===== config.mk =====
export PLATFORM = sky130hd
export DESIGN_NAME = psab_top
export DESIGN_NICKNAME = d
export VERILOG_FILES = /design/src/pkg/psab_pkg.sv /design/src/psab_top.sv /design/src/psab_sync.sv /design/src/psab_arbiter.sv
export VERILOG_INCLUDE_DIRS = /design/src /design/src/pkg
export SDC_FILE = /design/constraint.sdc
export NUM_CORES = 1
export LEC_CHECK = 0
export ABC_AREA = 1
export CAP_MARGIN = 5
export CORE_MARGIN = 8
export CORE_UTILIZATION = 57
export DETAILED_ROUTE_END_ITERATION = 7
export DONT_BUFFER_PORTS = 1
export PLACE_DENSITY_LB_ADDON = 0.2
export SLEW_MARGIN = 15
export SYNTH_ARGS = -nofsm -noshare
export SYNTH_HDL_FRONTEND = slang
export SYNTH_SLANG_ARGS = --single-unit

===== constraint.sdc =====
create_clock -name mclk -period 3.6 [get_ports mclk]
set_input_delay 0.72 -clock mclk [delete_from_list [all_inputs] [get_ports mclk]]
set_output_delay 0.72 -clock mclk [all_outputs]
set_load 0.01 [all_outputs]

===== src/pkg/psab_params.svh =====
// Constants of the PCI-side arbiter and sideband block: offsets, fields, resets, counts.
// Assumes inclusion by bare name from the top-level design module psab_top.
//
// What this block does
// - Pulse parity error low on data parity fault
// - Drive parity error high one cycle before release
// - System error pulled low only when enabled
// - Address parity and posted write aborts cause system error
// - Discards and delayed master timeout cause system error
// - Express port errors count in transparent mode
// - Arbiter grants one master, four grant outputs
// - Parked idle bus drives data, command, parity
// - External arbiter: request0 is grant, others inputs
// - External arbiter: grant0 is request, others outputs
// - Requests 2,3 low: clock run and request
// - Four clock outputs derived from clock input
// - Feedback mode turns clock output0 into input
// - Reset floats every PCI output asynchronously
// - Forward mode: interrupt pins are asynchronous inputs
// - Reverse mode: interrupt pins drive open drain
// - Interrupt stays asserted until driver clears it
// - Direction strap low forward, high reverse
`ifndef PSAB_PARAMS_SVH
`define PSAB_PARAMS_SVH

`define PSAB_OFF_CTRL        12'h000
`define PSAB_OFF_STATUS      12'h004
`define PSAB_OFF_ERRSTAT     12'h008

`define PSAB_CTRL_SERR_EN    0
`define PSAB_CTRL_TRANSP     1
`define PSAB_CTRL_EXT_ARB    2
`define PSAB_CTRL_FEEDBACK   3
`define PSAB_CTRL_GPO_LSB    4
`define PSAB_CTRL_IRQ_LSB    8
`define PSAB_CTRL_CLOCK_RUN_N     12
`define PSAB_CTRL_CLOCK_REQUEST_N     13
`define PSAB_CTRL_RST        32'h0000_0000

`define PSAB_ST_REVERSE      0
`define PSAB_ST_CLOCK_RUN_N_MODE  1
`define PSAB_ST_SPEED66      2
`define PSAB_ST_PARK         3
`define PSAB_ST_GPI_LSB      4
`define PSAB_ST_IRQ_LSB      8
`define PSAB_ST_GNT_LSB      12
`define PSAB_ST_FB_CLK       17
`define PSAB_ST_SERR_LINE    18

`define PSAB_ERRSTAT_RST     9'h000
`define PSAB_SYNC_RST        12'hFFF
`define PSAB_STRAP_WAIT      3'h4
`define PSAB_DIV_66          4'h1
`define PSAB_DIV_33          4'h2

`endif


===== src/pkg/psab_pkg.sv =====
// Types shared by the PCI-side arbiter and sideband modules.
// Assumes the constants header is on the include path.
package psab_pkg;

    typedef struct packed {
        logic irq_d_n;
        logic irq_c_n;
        logic irq_b_n;
        logic irq_a_n;
    } psab_irq_t;

    typedef struct packed {
        logic aer_error;
        logic dt_timeout;
        logic dr_discard;
        logic dw_discard;
        logic pw_discard;
        logic target_abort_pw;
        logic master_abort_pw;
        logic target_addr_parity;
        logic addr_parity;
    } psab_err_t;

    typedef enum logic [1:0] {pe_idle, pe_assert, pe_release} psab_pe_state_t;

endpackage : psab_pkg


===== src/psab_top.sv =====
// PCI-side sideband: parity/system error pins, arbiter, pin reuse, clock outs, interrupts.
// Assumes mclk is the PCI clock taken from the clock input; APB master on the same clock.
//
// The implementer's own choices: the APB register port and the register addresses.
`timescale 1ns/1ps
`default_nettype none
`include "psab_params.svh"
module psab_top (
    input  wire logic                 mclk,
    input  wire logic                 rstn,
    input  wire logic                 psel,
    input  wire logic                 penable,
    input  wire logic                 pwrite,
    input  wire logic [11:0]          paddr,
    input  wire logic [31:0]          pwdata,
    output logic      [31:0]          prdata,
    output logic                      pready,
    output logic                      pslverr,
    input  wire logic                 bridge_direction_strap,
    input  wire logic                 speed_66_enable,
    input  wire logic [3:0]           req_n_in,
    output logic      [3:0]           grant_n_out,
    output logic      [3:0]           grant_n_oe,
    input  wire logic [3:0]           pci_clock_out_in,
    output logic      [3:0]           pci_clock_out_out,
    output logic      [3:0]           pci_clock_out_oe,
    input  wire logic                 parity_err_detect,
    output logic                      parity_err_n_out,
    output logic                      parity_err_n_oe,
    input  wire logic                 system_err_n_in,
    output logic                      system_err_n_out,
    output logic                      system_err_n_oe,
    input  wire psab_pkg::psab_irq_t  irq_in,
    output psab_pkg::psab_irq_t       irq_out,
    output psab_pkg::psab_irq_t       irq_oe,
    input  wire psab_pkg::psab_err_t  err_event,
    input  wire logic                 bus_idle,
    input  wire logic                 bridge_req,
    output logic                      park_drive_oe,
    output logic                      bridge_gnt
);
    ////////////////////////////////////////////////////////////////////////////////
    // Pin synchronisers and strap capture
    logic [11:0] sync_out;
    logic [3:0]  req_n_s;
    logic        strap_s;
    logic        speed_s;
    logic [3:0]  irq_n_s;
    logic        serr_line_s;
    logic        fb_clk_s;

    psab_sync #(.W(12), .RST_VAL(`PSAB_SYNC_RST)) u_sync (
        .mclk      (mclk),
        .rstn      (rstn),
        .pin_in    ({pci_clock_out_in[0], system_err_n_in, irq_in, speed_66_enable,
                     bridge_direction_strap, req_n_in}),
        .level_out (sync_out)
    );
    assign req_n_s     = sync_out[3:0];
    assign strap_s     = sync_out[4];
    assign speed_s     = sync_out[5];
    assign irq_n_s     = sync_out[9:6];
    assign serr_line_s = sync_out[10];
    assign fb_clk_s    = sync_out[11];

    logic [2:0] strap_cnt_reg;
    logic [2:0] strap_cnt_next;
    logic       strap_done_reg;
    logic       strap_done_next;
    logic       reverse_reg;
    logic       reverse_next;
    logic       clock_run_n_mode_reg;
    logic       clock_run_n_mode_next;

    // Straps are taken only after the synchroniser has filled
    always_comb begin
        strap_cnt_next   = strap_cnt_reg;
        strap_done_next  = strap_done_reg;
        reverse_next     = reverse_reg;
        clock_run_n_mode_next = clock_run_n_mode_reg;
        if (!strap_done_reg) begin
            strap_cnt_next = strap_cnt_reg + 3'h1;
            if (strap_cnt_reg == `PSAB_STRAP_WAIT) begin
                strap_done_next  = 1'b1;
                reverse_next     = strap_s;
                clock_run_n_mode_next = !req_n_s[2] && !req_n_s[3];
            end
        end else if (req_n_s[2] || req_n_s[3]) begin
            clock_run_n_mode_next = 1'b0;
        end
    end

    always_ff @(posedge mclk or negedge rstn) begin
        if (!rstn) begin
            strap_cnt_reg   <= 3'h0;
            strap_done_reg  <= 1'b0;
            reverse_reg     <= 1'b0;
            clock_run_n_mode_reg <= 1'b0;
        end else begin
            strap_cnt_reg   <= strap_cnt_next;
            strap_done_reg  <= strap_done_next;
            reverse_reg     <= reverse_next;
            clock_run_n_mode_reg <= clock_run_n_mode_next;
        end
    end

    ////////////////////////////////////////////////////////////////////////////////
    // APB register file
    logic [31:0] ctrl_reg;
    logic [31:0] ctrl_next;
    logic [8:0]  errstat_reg;
    logic [8:0]  errstat_next;
    logic [31:0] status_word;
    logic [31:0] prdata_next;
    logic        pready_next;
    logic        pslverr_next;
    logic        wr_take;
    logic        hit_ctrl;
    logic        hit_status;
    logic        hit_err;
    logic [4:0]  gnt_vec;
    logic        ext_mode;

    assign hit_ctrl   = paddr[11:2] == 10'(`PSAB_OFF_CTRL >> 2);
    assign hit_status = paddr[11:2] == 10'(`PSAB_OFF_STATUS >> 2);
    assign hit_err    = paddr[11:2] == 10'(`PSAB_OFF_ERRSTAT >> 2);
    assign wr_take    = psel && penable && pready && pwrite;
    assign ext_mode   = reverse_reg || ctrl_reg[`PSAB_CTRL_EXT_ARB];

    always_comb begin
        status_word = 32'h0000_0000;
        status_word[`PSAB_ST_REVERSE]     = reverse_reg;
        status_word[`PSAB_ST_CLOCK_RUN_N_MODE] = clock_run_n_mode_reg;
        status_word[`PSAB_ST_SPEED66]     = speed_s;
        status_word[`PSAB_ST_PARK]        = park_drive_oe;
        status_word[`PSAB_ST_GPI_LSB +: 3] = ext_mode ? req_n_s[3:1] : 3'h0;
        status_word[`PSAB_ST_IRQ_LSB +: 4] = ~irq_n_s;
        status_word[`PSAB_ST_GNT_LSB +: 5] = gnt_vec;
        status_word[`PSAB_ST_FB_CLK]      = fb_clk_s;
        status_word[`PSAB_ST_SERR_LINE]   = !serr_line_s;
    end

    // One wait state: data and answer are set up in the first access cycle
    always_comb begin
        ctrl_next    = ctrl_reg;
        errstat_next = errstat_reg;
        prdata_next  = prdata;
        pready_next  = psel && penable && !pready;
        pslverr_next = psel && penable && !pready && !(hit_ctrl || hit_status || hit_err);
        if (psel && penable && !pready) begin
            prdata_next = hit_ctrl ? ctrl_reg : hit_status ? status_word :
                          hit_err ? {23'h000000, errstat_reg} : 32'h0000_0000;
        end
        if (wr_take && hit_ctrl) begin
            ctrl_next = pwdata;
        end
        if (wr_take && hit_err) begin
            errstat_next = errstat_reg & ~pwdata[8:0];
        end
        // Set after clear so a same-cycle event survives
        errstat_next = errstat_next | err_event;
    end

    always_ff @(posedge mclk or negedge rstn) begin
        if (!rstn) begin
            ctrl_reg    <= `PSAB_CTRL_RST;
            errstat_reg <= `PSAB_ERRSTAT_RST;
            prdata      <= 32'h0000_0000;
            pready      <= 1'b0;
            pslverr     <= 1'b0;
        end else begin
            ctrl_reg    <= ctrl_next;
            errstat_reg <= errstat_next;
            prdata      <= prdata_next;
            pready      <= pready_next;
            pslverr     <= pslverr_next;
        end
    end

    ////////////////////////////////////////////////////////////////////////////////
    // Parity error and system error pins
    psab_pkg::psab_pe_state_t pe_state_reg;
    psab_pkg::psab_pe_state_t pe_state_next;
    logic serr_any;
    logic serr_oe_next;

    always_comb begin
        pe_state_next = pe_state_reg;
        unique case (pe_state_reg)
            psab_pkg::pe_idle:    if (parity_err_detect) pe_state_next = psab_pkg::pe_assert;
            psab_pkg::pe_assert:  if (!parity_err_detect) pe_state_next = psab_pkg::pe_release;
            psab_pkg::pe_release: pe_state_next = parity_err_detect ? psab_pkg::pe_assert : psab_pkg::pe_idle;
        endcase
    end

    // Express-port errors only count in transparent mode
    assign serr_any = err_event.addr_parity || err_event.target_addr_parity
                   || err_event.master_abort_pw || err_event.target_abort_pw
                   || err_event.pw_discard || err_event.dw_discard
                   || err_event.dr_discard || err_event.dt_timeout
                   || (err_event.aer_error && ctrl_reg[`PSAB_CTRL_TRANSP]);
    assign serr_oe_next = ctrl_reg[`PSAB_CTRL_SERR_EN] && serr_any;

    always_ff @(posedge mclk or negedge rstn) begin
        if (!rstn) begin
            pe_state_reg     <= psab_pkg::pe_idle;
            parity_err_n_out <= 1'b1;
            parity_err_n_oe  <= 1'b0;
            system_err_n_out <= 1'b0;
            system_err_n_oe  <= 1'b0;
        end else begin
            pe_state_reg     <= pe_state_next;
            parity_err_n_out <= pe_state_next != psab_pkg::pe_assert;
            parity_err_n_oe  <= pe_state_next != psab_pkg::pe_idle;
            system_err_n_out <= 1'b0;
            system_err_n_oe  <= serr_oe_next;
        end
    end

    ////////////////////////////////////////////////////////////////////////////////
    // Arbiter, grant pins and parking
    logic [4:0] arb_req;
    logic [3:0] grant_n_next;
    logic       bridge_gnt_next;
    logic       park_next;

    // Strapped request lines would look like constant requests, so mask them
    assign arb_req = {bridge_req, ~req_n_s[3] && !clock_run_n_mode_reg, ~req_n_s[2] && !clock_run_n_mode_reg,
                      ~req_n_s[1:0]};

    psab_arbiter #(.N(5), .IW(3)) u_arb (
        .mclk     (mclk),
        .rstn     (rstn),
        .enable   (strap_done_reg && !ext_mode),
        .bus_idle (bus_idle),
        .req      (arb_req),
        .gnt      (gnt_vec)
    );

    always_comb begin
        if (ext_mode) begin
            grant_n_next    = {ctrl_reg[`PSAB_CTRL_GPO_LSB +: 3], !bridge_req};
            bridge_gnt_next = !req_n_s[0];
        end else begin
            grant_n_next    = ~gnt_vec[3:0];
            bridge_gnt_next = gnt_vec[3:0] == 4'h0;
        end
        park_next = strap_done_reg && bus_idle && bridge_gnt_next;
    end

    always_ff @(posedge mclk or negedge rstn) begin
        if (!rstn) begin
            grant_n_out   <= 4'hF;
            grant_n_oe    <= 4'h0;
            bridge_gnt    <= 1'b0;
            park_drive_oe <= 1'b0;
        end else begin
            grant_n_out   <= grant_n_next;
            grant_n_oe    <= {4{strap_done_reg}};
            bridge_gnt    <= bridge_gnt_next && strap_done_reg;
            park_drive_oe <= park_next;
        end
    end

    ////////////////////////////////////////////////////////////////////////////////
    // Clock outputs and interrupt pins
    logic [3:0] div_cnt_reg;
    logic [3:0] div_cnt_next;
    logic [3:0] div_sel;
    logic       tick;
    logic       tog_next;
    logic [3:0] pclk_next;
    logic [3:0] pclk_oe_next;

    // Speed pin picks the divider; the board owns its level
    assign div_sel = speed_s ? `PSAB_DIV_66 : `PSAB_DIV_33;
    assign tick    = div_cnt_reg >= div_sel - 4'h1;

    always_comb begin
        div_cnt_next = tick ? 4'h0 : div_cnt_reg + 4'h1;
        tog_next     = tick ? !pci_clock_out_out[1] : pci_clock_out_out[1];
        pclk_next    = {4{tog_next}};
        pclk_oe_next = 4'hF;
        if (ctrl_reg[`PSAB_CTRL_FEEDBACK]) begin
            pclk_oe_next[0] = 1'b0;
        end
        if (clock_run_n_mode_reg) begin
            pclk_next[3]    = 1'b0;
            pclk_oe_next[3] = ctrl_reg[`PSAB_CTRL_CLOCK_RUN_N];
            pclk_next[2]    = !ctrl_reg[`PSAB_CTRL_CLOCK_REQUEST_N];
        end
    end

    always_ff @(posedge mclk or negedge rstn) begin
        if (!rstn) begin
            div_cnt_reg       <= 4'h0;
            pci_clock_out_out <= 4'h0;
            pci_clock_out_oe  <= 4'h0;
            irq_out           <= 4'h0;
            irq_oe            <= 4'h0;
        end else begin
            div_cnt_reg       <= div_cnt_next;
            pci_clock_out_out <= pclk_next;
            pci_clock_out_oe  <= pclk_oe_next;
            irq_out           <= 4'h0;
            // Held by the control bits until the driver clears them
            irq_oe            <= reverse_reg ? ctrl_reg[`PSAB_CTRL_IRQ_LSB +: 4] : 4'h0;
        end
    end

    ////////////////////////////////////////////////////////////////////////////////
    // Checks
    a_perr_assert: assert property (@(posedge mclk) disable iff (!rstn)
        parity_err_detect |=> !parity_err_n_out && parity_err_n_oe)
        else $error("parity error not asserted after detect");
    a_perr_release: assert property (@(posedge mclk) disable iff (!rstn)
        $fell(parity_err_n_oe) |-> $past(parity_err_n_out) && !$past(parity_err_n_out, 2))
        else $error("parity error released without one high cycle");
    a_serr_gate: assert property (@(posedge mclk) disable iff (!rstn)
        system_err_n_oe |-> $past(ctrl_reg[`PSAB_CTRL_SERR_EN]) && $past(serr_any))
        else $error("system error driven without enable and cause");
    a_serr_cause: assert property (@(posedge mclk) disable iff (!rstn)
        ctrl_reg[`PSAB_CTRL_SERR_EN] && (err_event.addr_parity || err_event.master_abort_pw
        || err_event.pw_discard || err_event.dt_timeout) |=> system_err_n_oe)
        else $error("system error missed");
    a_serr_aer: assert property (@(posedge mclk) disable iff (!rstn)
        (err_event == 9'h100) && !ctrl_reg[`PSAB_CTRL_TRANSP] |=> !system_err_n_oe)
        else $error("express error reported outside transparent mode");
    a_ext_request: assert property (@(posedge mclk) disable iff (!rstn)
        ext_mode ##1 ext_mode |-> grant_n_out[0] == !$past(bridge_req))
        else $error("bridge request not on grant 0");
    a_park_drive: assert property (@(posedge mclk) disable iff (!rstn)
        park_drive_oe |-> $past(bus_idle) && ($past(ext_mode) || grant_n_out == 4'hF))
        else $error("parking drive with bus busy or granted");
    a_reset_float: assert property (@(posedge mclk)
        !rstn |-> (grant_n_oe == 4'h0) && (pci_clock_out_oe == 4'h0) && !parity_err_n_oe
        && !system_err_n_oe && (irq_oe == 4'h0))
        else $error("output driven during reset");
    a_irq_dir: assert property (@(posedge mclk) disable iff (!rstn)
        !reverse_reg ##1 !reverse_reg |-> irq_oe == 4'h0)
        else $error("interrupt driven in forward mode");
    a_clk_feedback: assert property (@(posedge mclk) disable iff (!rstn)
        ctrl_reg[`PSAB_CTRL_FEEDBACK] |=> !pci_clock_out_oe[0])
        else $error("clock output 0 driven in feedback mode");

    c_perr_seq: cover property (@(posedge mclk) disable iff (!rstn)
        parity_err_detect ##1 !parity_err_detect ##1 parity_err_n_out ##1 !parity_err_n_oe);
    c_serr: cover property (@(posedge mclk) disable iff (!rstn) $rose(system_err_n_oe));
    c_grant: cover property (@(posedge mclk) disable iff (!rstn) $fell(grant_n_out[2]) && !ext_mode);
    c_clock_run_n: cover property (@(posedge mclk) disable iff (!rstn) strap_done_reg && clock_run_n_mode_reg);
endmodule : psab_top
`default_nettype wire


===== src/psab_sync.sv =====
// Three-flop pin synchroniser with agreement filter.
// Assumes asynchronous inputs and one clock domain.
`timescale 1ns/1ps
`default_nettype none
module psab_sync #(
    parameter int              W       = 12,
    parameter logic [W-1:0]    RST_VAL = '1
) (
    input  wire logic          mclk,
    input  wire logic          rstn,
    input  wire logic [W-1:0]  pin_in,
    output logic      [W-1:0]  level_out
);
    logic [W-1:0] s1_reg;
    logic [W-1:0] s2_reg;
    logic [W-1:0] s3_reg;
    logic [W-1:0] level_next;

    // Only the second and third stages are compared; the first is left alone
    always_comb begin
        level_next = level_out;
        for (int i = 0; i < W; i++) begin
            if (s2_reg[i] == s3_reg[i]) begin
                level_next[i] = s3_reg[i];
            end
        end
    end

    always_ff @(posedge mclk or negedge rstn) begin
        if (!rstn) begin
            s1_reg    <= RST_VAL;
            s2_reg    <= RST_VAL;
            s3_reg    <= RST_VAL;
            level_out <= RST_VAL;
        end else begin
            s1_reg    <= pin_in;
            s2_reg    <= s1_reg;
            s3_reg    <= s2_reg;
            level_out <= level_next;
        end
    end
endmodule : psab_sync
`default_nettype wire


===== src/psab_arbiter.sv =====
// Round-robin PCI bus arbiter, one-hot grant, moves only on an idle bus.
// Assumes synchronised active-high requests from the same clock.
`timescale 1ns/1ps
`default_nettype none
module psab_arbiter #(
    parameter int N  = 5,
    parameter int IW = 3
) (
    input  wire logic          mclk,
    input  wire logic          rstn,
    input  wire logic          enable,
    input  wire logic          bus_idle,
    input  wire logic [N-1:0]  req,
    output logic      [N-1:0]  gnt
);
    logic [N-1:0]  gnt_next;
    logic [IW-1:0] last_reg;
    logic [IW-1:0] last_next;
    logic [N-1:0]  pick;

    function automatic logic [IW-1:0] rr_index(input logic [N-1:0] r, input logic [IW-1:0] last);
        logic [IW-1:0] idx;
        logic          found;
        int            k;
        idx   = last;
        found = 1'b0;
        for (int i = 1; i <= N; i++) begin
            k = (int'(last) + i) % N;
            if (r[k] && !found) begin
                idx   = IW'(k);
                found = 1'b1;
            end
        end
        return idx;
    endfunction : rr_index

    always_comb begin
        pick      = '0;
        gnt_next  = gnt;
        last_next = last_reg;
        pick[rr_index(req, last_reg)] = |req;
        if (!enable) begin
            gnt_next = '0;
        end else if (|gnt) begin
            // A dropped request frees the bus; masters hold it high two clocks
            if (!(|(gnt & req))) begin
                gnt_next = '0;
            end
        end else if (bus_idle && (|req)) begin
            gnt_next  = pick;
            last_next = rr_index(req, last_reg);
        end
    end

    always_ff @(posedge mclk or negedge rstn) begin
        if (!rstn) begin
            gnt      <= '0;
            last_reg <= '0;
        end else begin
            gnt      <= gnt_next;
            last_reg <= last_next;
        end
    end

    a_gnt_onehot: assert property (@(posedge mclk) disable iff (!rstn) $onehot0(gnt))
        else $error("more than one grant");
    a_gnt_cause: assert property (@(posedge mclk) disable iff (!rstn)
        ($rose(gnt[0]) || $rose(gnt[1]) || $rose(gnt[2]) || $rose(gnt[3])) |-> $past(bus_idle && enable))
        else $error("grant moved outside idle bus");
endmodule : psab_arbiter
`default_nettype wire


* After elaboration in Yosys (flattened, before gate mapping)
Cells that the tools add are included.
Word-level totals: register bits 165, output and inout port bits 64, bits of input ports 76
Cells by class: bitwise operators 12, reduce and logical (&&, ||, !) cells 69, magnitude comparators 8, eq/ne operators 21, mux-type cells 72, add/sub/neg operators 8, div/mod/pow operators 5
Operator list (count):
- less-than comparator 32 x 5 -> 1 bit (second input constant) | 5
- remainder unit 32 x 4 -> 32 bit (second input constant) | 5
- 2-to-1 mux 1 bit | 40
- 2-to-1 mux 32 bit | 1
- 2-to-1 mux 3 bit | 10
- logical AND 1 bit | 26
- 2-to-1 mux 5 bit | 4
- logical NOT 1 bit | 19
- 2-to-1 mux 19 bit | 1
- 2-to-1 mux 9 bit | 2
- binary-select mux 1 bit (select 3 bit) | 5
- OR reduction 5 bit | 3
- equality test 1 bit | 12
- logical OR 1 bit | 12
- 2-to-1 mux 4 bit | 3
- AND 5 bit | 2
- equality test 10 x 1 -> 1 bit (second input constant) | 1
- equality test 10 x 2 -> 1 bit (second input constant) | 1
- logical NOT 10 bit | 1
- AND 9 bit | 1
- NOT 9 bit | 1
- OR 9 bit | 1
- adder 3 x 2 -> 4 bit (second input constant) | 2
- adder 3 x 3 -> 4 bit (second input constant) | 2
- 23 further kinds | 35

* Logic depth before layout (Yosys ltp)
Gate-level depths: netlist of the first run.
word-level depth 30, depth in mapped cells 32, mapped depth without buffers 31

* By module
From an unflattened synthesis of the first run, not the netlist that was laid out.
Unflattened totals: cells, all modules 1010, area total of the unflattened synthesis 8446.9 um^2
Modules (own cells, without submodules):
- psab_top | cells each 540, times used 1, area each 4689.5 um^2
- psab_arbiter | cells each 374, times used 1, area each 2301.0 um^2
- psab_sync | cells each 96, times used 1, area each 1456.4 um^2

* Least setup slack after synthesis of the first run
No wires, ideal clock.
kind flip-flop to flip-flop, from reg u_arb.last_reg[0], to reg u_arb.gnt[1], data arrival time 3.839 ns, path slack -0.356 ns, library setup time 0.117 ns, path buffers 1, stages on the path, launching flop included 30, data required time 3.483 ns, clock period less this slack 3.956 ns, cells stage by stage dfrtp_1 buf_4 clkinv_1 ha_1 inv_1 ha_1 nor2_1 nand3_1 nand2_1 xor2_1 ha_1 inv_1 nand2_1 nand3_2 nand2_4 nand2_2 nand2_2 nand2_1 nand3_1 nand2_2 nand2_2 nand2_2 nor2_4 nand2_4 nor2_1 inv_2 nand2_1 inv_2 nand3_1 nand2_1
Between the ends: longest elaborated chain between the ends 26, elaborated cells on any way between the ends 51, classes of those cells 5 x add/sub; 5 x div; 2 x order compare; 29 x mux; 1 x bitwise; 9 x reduce/logical
RTL lines:
- start, declared | RTL line psab_arbiter.sv:17 | logic [IW-1:0] last_reg;
- start signal, assigned | RTL line psab_arbiter.sv:61 | last_reg <= last_next;
- adder 3 x 1 -> 4 bit | RTL line psab_arbiter.sv:28 | k = (int'(last) + i) % N;
- remainder unit 32 x 4 -> 32 bit | RTL line psab_arbiter.sv:28
- binary-select mux 1 bit (select 3 bit) | RTL line psab_arbiter.sv:29 | if (r[k] && !found) begin
- 2-to-1 mux 1 bit (not written as such) (2 in series) | RTL line psab_arbiter.sv:29
- 2-to-1 mux 1 bit | RTL line psab_arbiter.sv:29
- logical NOT 1 bit | RTL line psab_arbiter.sv:29
- logical AND 1 bit | RTL line psab_arbiter.sv:29
- 2-to-1 mux 1 bit | RTL line psab_arbiter.sv:29
- [9 not listed]
- less-than comparator 3 x 4 -> 1 bit (not written as such) or >= comparator 3 x 1 -> 1 bit (tied branches) | RTL line psab_arbiter.sv:41 | pick[rr_index(req, last_reg)] = |req;
- logical AND 1 bit (not written as such) | RTL line psab_arbiter.sv:41
- 2-to-1 mux 1 bit (not written as such) | RTL line psab_arbiter.sv:41
- demux 1 bit (select 3 bit) *
- AND 5 bit (no source line) *
- 2-to-1 mux 5 bit * | RTL line psab_arbiter.sv:49 | end else if (bus_idle && (|req)) begin
- 2-to-1 mux 5 bit * | RTL line psab_arbiter.sv:44 | end else if (|gnt) begin
- 2-to-1 mux 5 bit * | RTL line psab_arbiter.sv:42 | if (!enable) begin
- end signal, assigned | RTL line psab_arbiter.sv:60 | gnt <= gnt_next;
- end, declared | RTL line psab_arbiter.sv:14 | output logic [N-1:0] gnt
Every way passes the cells marked *; elsewhere a longest branch is shown, timed or not. The select of a mux whose other input is x is not followed. A chain may end at the register's enable or synchronous reset.

* Worst setup path after layout of the first run
from reg u_arb.last_reg[1], to reg u_arb.gnt[0]
The elaborated chain is that of the path after synthesis.

==> flow_summary.toml, run 1 <==
[placed_design]
postPlaceCellArea_um2 = 8227
place.port_buffers = 0
place.gp.congestion = 0.9010
place.detailed.hpwl_um = 13400

[logic_synthesis]
synth-async-reset-ratio_pct = 100.0
ys.flop_type = "sky130_fd_sc_hd__dfrtp_1"
number_of_synthesized_flops_with_an_enable_pin = 0
yosys_register_bits = 163
synthDistinctLibCells = 47
library_cell_occupying_the_most_area_in_the_post_synthesis_netlist = "sky130_fd_sc_hd__dfrtp_1"
postSynthCellCount = 876
synth_top_area_share_pct = 34.95
synth.yosys.warnings = 0
post_synth_main_area_contributors = "sky130_fd_sc_hd__dfrtp_1 (35%), sky130_fd_sc_hd__dfstp_2 (18%), sky130_fd_sc_hd__nand2_1 (9.8%)"
syn_area_per_cell_um2 = 8.991
synth-seq-area-share_pct = 52.63
syn_area_um2 = 7876

[power_and_ir_drop]
irDropWorstVdd_mv = 0.5049
power_frac_clock_pct = 19.2
cellPowerDensity_nw_per_um2 = 965.6
combinationalPowerShare_pct = 56.0
power_leakage_nw = 4.360
p_sw_share_pct = 45.68
netSwitchingPower_mw = 4.024
pwr-share-seq_pct = 24.8
internal-power_mw = 4.786

[worst_setup_path]
worst_ep_arrival_time_ns = 3.89
r2r_cells = 31
cpPeakStageDelay_ns = 0.44
crit_type = "flip-flop to flip-flop"
worst-r2r-setup-slack_ns = 0.06
critPathMaxFanout = 5
regToRegStartpoint = "u_arb.last_reg[1]"
slowest_stage = "sky130_fd_sc_hd__dfrtp_1"
setup.worst_path.start_class = "flip-flop"
timing.critical_path.mode_cell = "sky130_fd_sc_hd__nand2_2"
reg2reg_to = "u_arb.gnt[0]"
end_kind = "flip-flop"
critical_path.startpoint = "u_arb.last_reg[1]"
cp.required_ns = 3.94

[clock_network]
worst_setup_hold_path_clk_slew_ns = 0.07
clock_tree.htree_level_count = 4
root_buffer = "sky130_fd_sc_hd__clkbuf_16"
cts_inserted_buffers = 17
clockBufferDepth = 2
cts_sinks = 163
tritoncts_clock_tree = "built"
insertion_delay_ns = 0.42

[timing]
setup_total_negative_slack_ns = 0
timing.final.setup_violations = 0
slew_limit_headroom_pct = 56.85
hold_viol = 0
timing.hold.ws_ns = 0.1423
achievable-frequency_ghz = 0.2823
final_count_of_pins_violating_max_slew = 0
timing_worst_slew_pin_value_ns = 0.6405
fin_crit_ns = 3.543
clock-skew-final_ns = 0.01128
setup_repair_after_global_routing_missed_its_margin = "yes"
fraction_of_the_cycle_the_final_worst_path_needs_pct = 98.41

[routing]
vias = 6063
drtAntennaViolNets = 0
drt-pass1-iter-count = 4
drt_drc_violations_left = 0
post_drt_wl_per_cell_um = 17.35
wl_um = 19190
avgViaCountPerCell = 5.482
dr.first_iter.drc_count = 441

[floorplan]
die_height_um = 133.6
die_area_um2 = 17840
num_io_pins = 140
design.core.area_um2 = 13670
die_w_um = 133.6
row_count = 43
floorplan.initialDensity_pct = 57.64

[layout]
seq_area_um2 = 4148
post_route_cells_drive_above_1_share_pct = 25.05
n_antenna_cell = 0
multi_input_gate_area_in_the_final_layout_um2 = 3398
syn_to_final_growth_pct = 15.84
final_area_um2 = 9124
final_layout_net_count = 1021
n_fill_cell = 1119

[global_route]
grt_antenna_before_repair = 0
grt_start_max_net_pins = 111
gr-total-overflow = 0
first_global_vias = 6061
gr-usage-all-layers_pct = 21.07
grt_pass1_wl_um = 30020

[run]
cap_viol_max_count = 0

[worst_hold_path]
holdCritPathClass = "primary input to async pin"

[run_status]
run_status = "finished clean"
-- stage by stage --
step | cells | setup slack [ns] | power (mW) | utilization [%]
CTS | 1094 | 0.004893 | 8.112 | 64.59
detailed placement | 1061 | -0.1191 | 6.297 | 60.20
floorplan | 881 | 0.03423 | 5.266 | -
global route | 1106 | -0.1732 | 9.502 | 66.76
global placement | 1061 | 0.04753 | 6.135 | 60.20
finish | 1106 | 0.05739 | 8.810 | 66.76
-- power groups by stage --
| stage | Sequential [mW] | Clock (mW) | Combinational [mW] |
|---|---|---|---|
| 6_report | 2.19 | 1.69 | 4.93 |
| 5_1_grt | 2.20 | 1.79 | 5.50 |
| 4_1_cts | 2.19 | 1.73 | 4.19 |
| 3_5_place_dp | 2.22 | 0 | 4.08 |
| 3_3_place_gp | 2.21 | 0 | 3.92 |
| 2_1_floorplan | 2.17 | 0 | 3.10 |
-- per-layer routing --
layer	part of all wire [%]	vias up	GRT usage (%)	wire length, um
li1	-	2902	-	-
met1	42	2984	25.89	8082
met2	50	156	34.66	9614
met3	6.6	21	6.664	1273
met4	1.1	0	6.613	216
met5	0	-	0	0
-- critical path: cells and delay by family (launching register included) --
kind | cells | cell delay [ns]
XOR/XNOR | 1 | 0.18
AND/OR/NAND/NOR | 21 | 1.89
adder cells (fa/ha/maj) | 3 | 0.55
buffers and inverters | 5 | 0.29
AO/OA/AOI/OAI | 1 | 0.12
flip-flops | 1 | 0.44
-- cell usage after synthesis, types with 3 or more instances --
cell type and number:
sky130_fd_sc_hd__nand2_1 205, sky130_fd_sc_hd__dfrtp_1 110, sky130_fd_sc_hd__inv_1 107, sky130_fd_sc_hd__nand3_1 71, sky130_fd_sc_hd__o21ai_0 59, sky130_fd_sc_hd__nor2_1 56, sky130_fd_sc_hd__dfstp_2 53, sky130_fd_sc_hd__ha_1 32
sky130_fd_sc_hd__clkbuf_1 17, sky130_fd_sc_hd__nand2_2 15, sky130_fd_sc_hd__a21oi_1 14, sky130_fd_sc_hd__mux2_2 14, sky130_fd_sc_hd__buf_4 12, sky130_fd_sc_hd__maj3_1 12, sky130_fd_sc_hd__a221oi_1 7, sky130_fd_sc_hd__inv_2 7
sky130_fd_sc_hd__nand4_1 7, sky130_fd_sc_hd__o21a_1 7, sky130_fd_sc_hd__o221ai_1 7, sky130_fd_sc_hd__o21ai_1 6, sky130_fd_sc_hd__nand3_2 5, sky130_fd_sc_hd__nor2_2 5, sky130_fd_sc_hd__xor2_1 5, sky130_fd_sc_hd__a31oi_1 4
sky130_fd_sc_hd__nor4_1 4, sky130_fd_sc_hd__clkinv_1 3, sky130_fd_sc_hd__o211ai_1 3
-- repair_timing --
action	in CTS	in global routing
setup endpoints to repair	8	8
setup buffers	0	12
resized for setup	7	55
pin swaps	2	24
hold endpoints to repair	110	0
hold buffers	1	0
-- cell type report --
type / instances / share of cell area (%)
timing repair buffer: 44 / 3.881
sequential: 163 / 45.46
clock inverter: 14 / 1.344
multi-input combinational: 570 / 37.25
clock buffer: 18 / 4.704
tap: 180 / 2.468
inverter: 117 / 4.896
-- how the worst max path moves through the flow --
stage                        end  slack (ns)
finish              u_arb.gnt[0]        0.06
global route        u_arb.gnt[2]       -0.17
CTS                 u_arb.gnt[2]       0.005
detailed placement  u_arb.gnt[1]       -0.12
global placement    u_arb.gnt[0]        0.05
floorplan           u_arb.gnt[1]        0.03
-- cells by family after synthesis --
family / count (synthesis) / share of synthesized area [%]
compound gates: 118 / 9.023
flops: 163 / 52.63
simple gates: 380 / 21.24
fa+ha+maj: 44 / 6.608
xor+xnor: 7 / 0.7784
other cells: 2 / 0.09535
mux: 14 / 2.002
buf+inv: 148 / 7.625
-- placed cells by master (no fill, tap or decap), types with 9 or more instances in the layout --
master	count
sky130_fd_sc_hd__inv_2	9
sky130_fd_sc_hd__buf_4	42
sky130_fd_sc_hd__nand3_1	63
sky130_fd_sc_hd__dfrtp_1	108
sky130_fd_sc_hd__mux2_2	14
sky130_fd_sc_hd__ha_1	27
sky130_fd_sc_hd__maj3_1	12
sky130_fd_sc_hd__nor2_1	54
sky130_fd_sc_hd__clkbuf_16	17
sky130_fd_sc_hd__o21ai_0	56
sky130_fd_sc_hd__nand3_2	11
sky130_fd_sc_hd__nand2_1	184
sky130_fd_sc_hd__a21oi_1	14
sky130_fd_sc_hd__dfstp_2	53
sky130_fd_sc_hd__inv_1	104
sky130_fd_sc_hd__nand2_2	31
Note: power is estimated with default switching activity, not from simulation.
==> run 2, diff against run 1 <==
--- a/config.mk
+++ b/config.mk
@@ -9,7 +9,7 @@
 export ABC_AREA = 1
 export CAP_MARGIN = 5
 export CORE_MARGIN = 8
-export CORE_UTILIZATION = 57
+export CORE_UTILIZATION = 60
 export DETAILED_ROUTE_END_ITERATION = 7
 export DONT_BUFFER_PORTS = 1
 export PLACE_DENSITY_LB_ADDON = 0.2
==> constraint.sdc (replaced) <==
create_clock -name mclk -period 3.8 [get_ports mclk]
set_input_delay 0.76 -clock mclk [delete_from_list [all_inputs] [get_ports mclk]]
set_output_delay 0.76 -clock mclk [all_outputs]
set_load 0.01 [all_outputs]
==> run 2 against run 1 <==
Effect of this change: utilization rose by 1.6 points; global-route usage rose by 1.4 points; setup slack improved by 0.17 ns.
==> flow_summary.toml, run 2 (synthesis gave the netlist of run 1 again) <==
[timing]
hold_viol = 0
clock-skew-final_ns = 0.009776
setup_total_negative_slack_ns = 0
slew_limit_headroom_pct = 57.42
timing_worst_slew_pin_value_ns = 0.6369
timing.hold.ws_ns = 0.03588
fraction_of_the_cycle_the_final_worst_path_needs_pct = 93.91
timing.final.setup_violations = 0
final_count_of_pins_violating_max_slew = 0
achievable-frequency_ghz = 0.2802
fin_crit_ns = 3.569
post-route-worst-setup-slack_ns = 0.2313

[placed_design]
place.gp.congestion = 0.8964
placed_cells = 1048
place_ws_ns = 0.06962
place.port_buffers = 0
place.detailed.hpwl_um = 13220

[floorplan]
design.core.area_um2 = 13030
die_area_um2 = 17050
num_io_pins = 140
floorplan.initialDensity_pct = 60.44
row_count = 42
die_height_um = 130.6
die_w_um = 130.6

[clock_network]
tritoncts_clock_tree = "built"
clockBufferDepth = 2
clock_tree.htree_level_count = 4
cts_sinks = 163
cts_hold_repair.buffers = 0
cts_inserted_buffers = 17
insertion_delay_ns = 0.43
root_buffer = "sky130_fd_sc_hd__clkbuf_16"
worst_setup_hold_path_clk_slew_ns = 0.06

[layout]
n_antenna_cell = 0
post_layout_nonfiller_instances = 1089
most_common_cell_after_layout_fill_and_taps_aside = "sky130_fd_sc_hd__nand2_1"
seq_area_um2 = 4148
n_fill_cell = 1040
most-common-layout-cells = "sky130_fd_sc_hd__nand2_1 (194), sky130_fd_sc_hd__dfrtp_1 (108), sky130_fd_sc_hd__inv_1 (106), sky130_fd_sc_hd__nand3_1 (68), sky130_fd_sc_hd__o21ai_0 (57)"
utilization_pct = 68.40
post_route_cells_drive_above_1_share_pct = 22.12
final_layout_net_count = 1008
syn_to_final_growth_pct = 13.19
multi_input_gate_area_in_the_final_layout_um2 = 3294

[worst_setup_path]
crit_type = "flip-flop to flip-flop"
cp.required_ns = 4.16
end_kind = "flip-flop"
worst_ep_arrival_time_ns = 3.93
critPathMaxFanout = 7
setup.worst_path.start_class = "flip-flop"

[routing]
vias = 6043
avgViaCountPerCell = 5.549
drt_drc_violations_left = 0
wl_um = 18440
post_drt_wl_per_cell_um = 16.93
drt-pass1-iter-count = 6
drtAntennaViolNets = 0
dr.first_iter.drc_count = 552

[global_route]
first_global_vias = 5932
gr-usage-all-layers_pct = 22.47
gr-total-overflow = 0
grt_pass1_wl_um = 29500
grt_start_max_net_pins = 164
grt_antenna_before_repair = 0

[power_and_ir_drop]
power_leakage_nw = 4.265
irDropWorstVdd_mv = 0.4393
cellPowerDensity_nw_per_um2 = 887.1

[run]
cap_viol_max_count = 0

[run_status]
run_status = "finished clean"

[worst_hold_path]
holdCritPathClass = "primary input to async pin"
run 2: metrics by stage:
step / power (mW) / cell area (um2)
final: 7.909 / 8915
after global routing: 8.566 / 8915
after CTS: 7.504 / 8715
after detailed placement: 5.839 / 8143
after global placement: 5.668 / 8143
after floorplan: 4.977 / 7909
run 2: final timing paths:
path	startpoint	endpoint	slack, ns	depth (start not counted)
setup / recovery	u_arb.last_reg[1]	u_arb.gnt[3]	0.23	26
hold reg to reg	u_sync.s1_reg[4]	u_sync.s2_reg[4]	0.35	0
hold / removal	rstn	pci_clock_out_oe[3]	0.04	0
setup reg to reg	u_arb.last_reg[1]	u_arb.gnt[3]	0.23	26
max in group asynchronous	rstn	u_sync.s2_reg[5]	3.43	0
min in group mclk	irq_in[3]	u_sync.s1_reg[9]	0.32	0
run 2: power breakdown:
part / switching (mW) / internal, mW / total [mW]
Sequential: 0.160 / 1.92 / 2.08
Combinational: 2.64 / 1.54 / 4.18
Clock: 0.732 / 0.921 / 1.65
run 2: critical path: stages (launching register included):
cell,delay (ns)
sky130_fd_sc_hd__dfrtp_1,0.42
sky130_fd_sc_hd__buf_6,0.16
sky130_fd_sc_hd__ha_1,0.21
sky130_fd_sc_hd__nand2_1,0.10
sky130_fd_sc_hd__nand3_1,0.13
sky130_fd_sc_hd__xor2_1,0.17
sky130_fd_sc_hd__inv_1,0.11
sky130_fd_sc_hd__ha_1,0.15
sky130_fd_sc_hd__inv_1,0.05
sky130_fd_sc_hd__or2_2,0.28
sky130_fd_sc_hd__nand3_2,0.11
sky130_fd_sc_hd__buf_4,0.12
sky130_fd_sc_hd__nand3_1,0.12
sky130_fd_sc_hd__nand2_1,0.13
sky130_fd_sc_hd__nand3_1,0.11
sky130_fd_sc_hd__nor2_2,0.13
sky130_fd_sc_hd__inv_1,0.06
sky130_fd_sc_hd__nand2_2,0.11
sky130_fd_sc_hd__buf_4,0.12
sky130_fd_sc_hd__nand4_1,0.09
sky130_fd_sc_hd__nand3_1,0.10
sky130_fd_sc_hd__nand2_1,0.07
sky130_fd_sc_hd__nand2_1,0.11
sky130_fd_sc_hd__nand2_2,0.08
sky130_fd_sc_hd__nor2_2,0.11
sky130_fd_sc_hd__nand3_1,0.09
sky130_fd_sc_hd__nand2_1,0.07
run 2: what timing repair did:
item	4_1_cts	5_1_grt
setup buffers	0	9
resized for setup	0	38
endpoints found under the setup margin	0	8
run 2: per-layer routing:
layer  up-vias  wire [um]  part of all wire, %  track usage [%]
li1       2871          -                    -                -
met1      2899       7536                   41            27.52
met2       216       8796                   48            35.59
met3        57       1435                  7.8            7.670
met4         0        668                  3.6            9.791
met5         -          0                    0                0
run 2: cell type report:
cell class | count | share of cell area (%)
multi-input cells | 570 | 36.95
clock inverters | 15 | 1.642
flip-flops and latches | 163 | 46.53
clock buffers | 17 | 4.772
well taps | 176 | 2.470
repair buffers | 31 | 2.653
inverters | 117 | 4.982
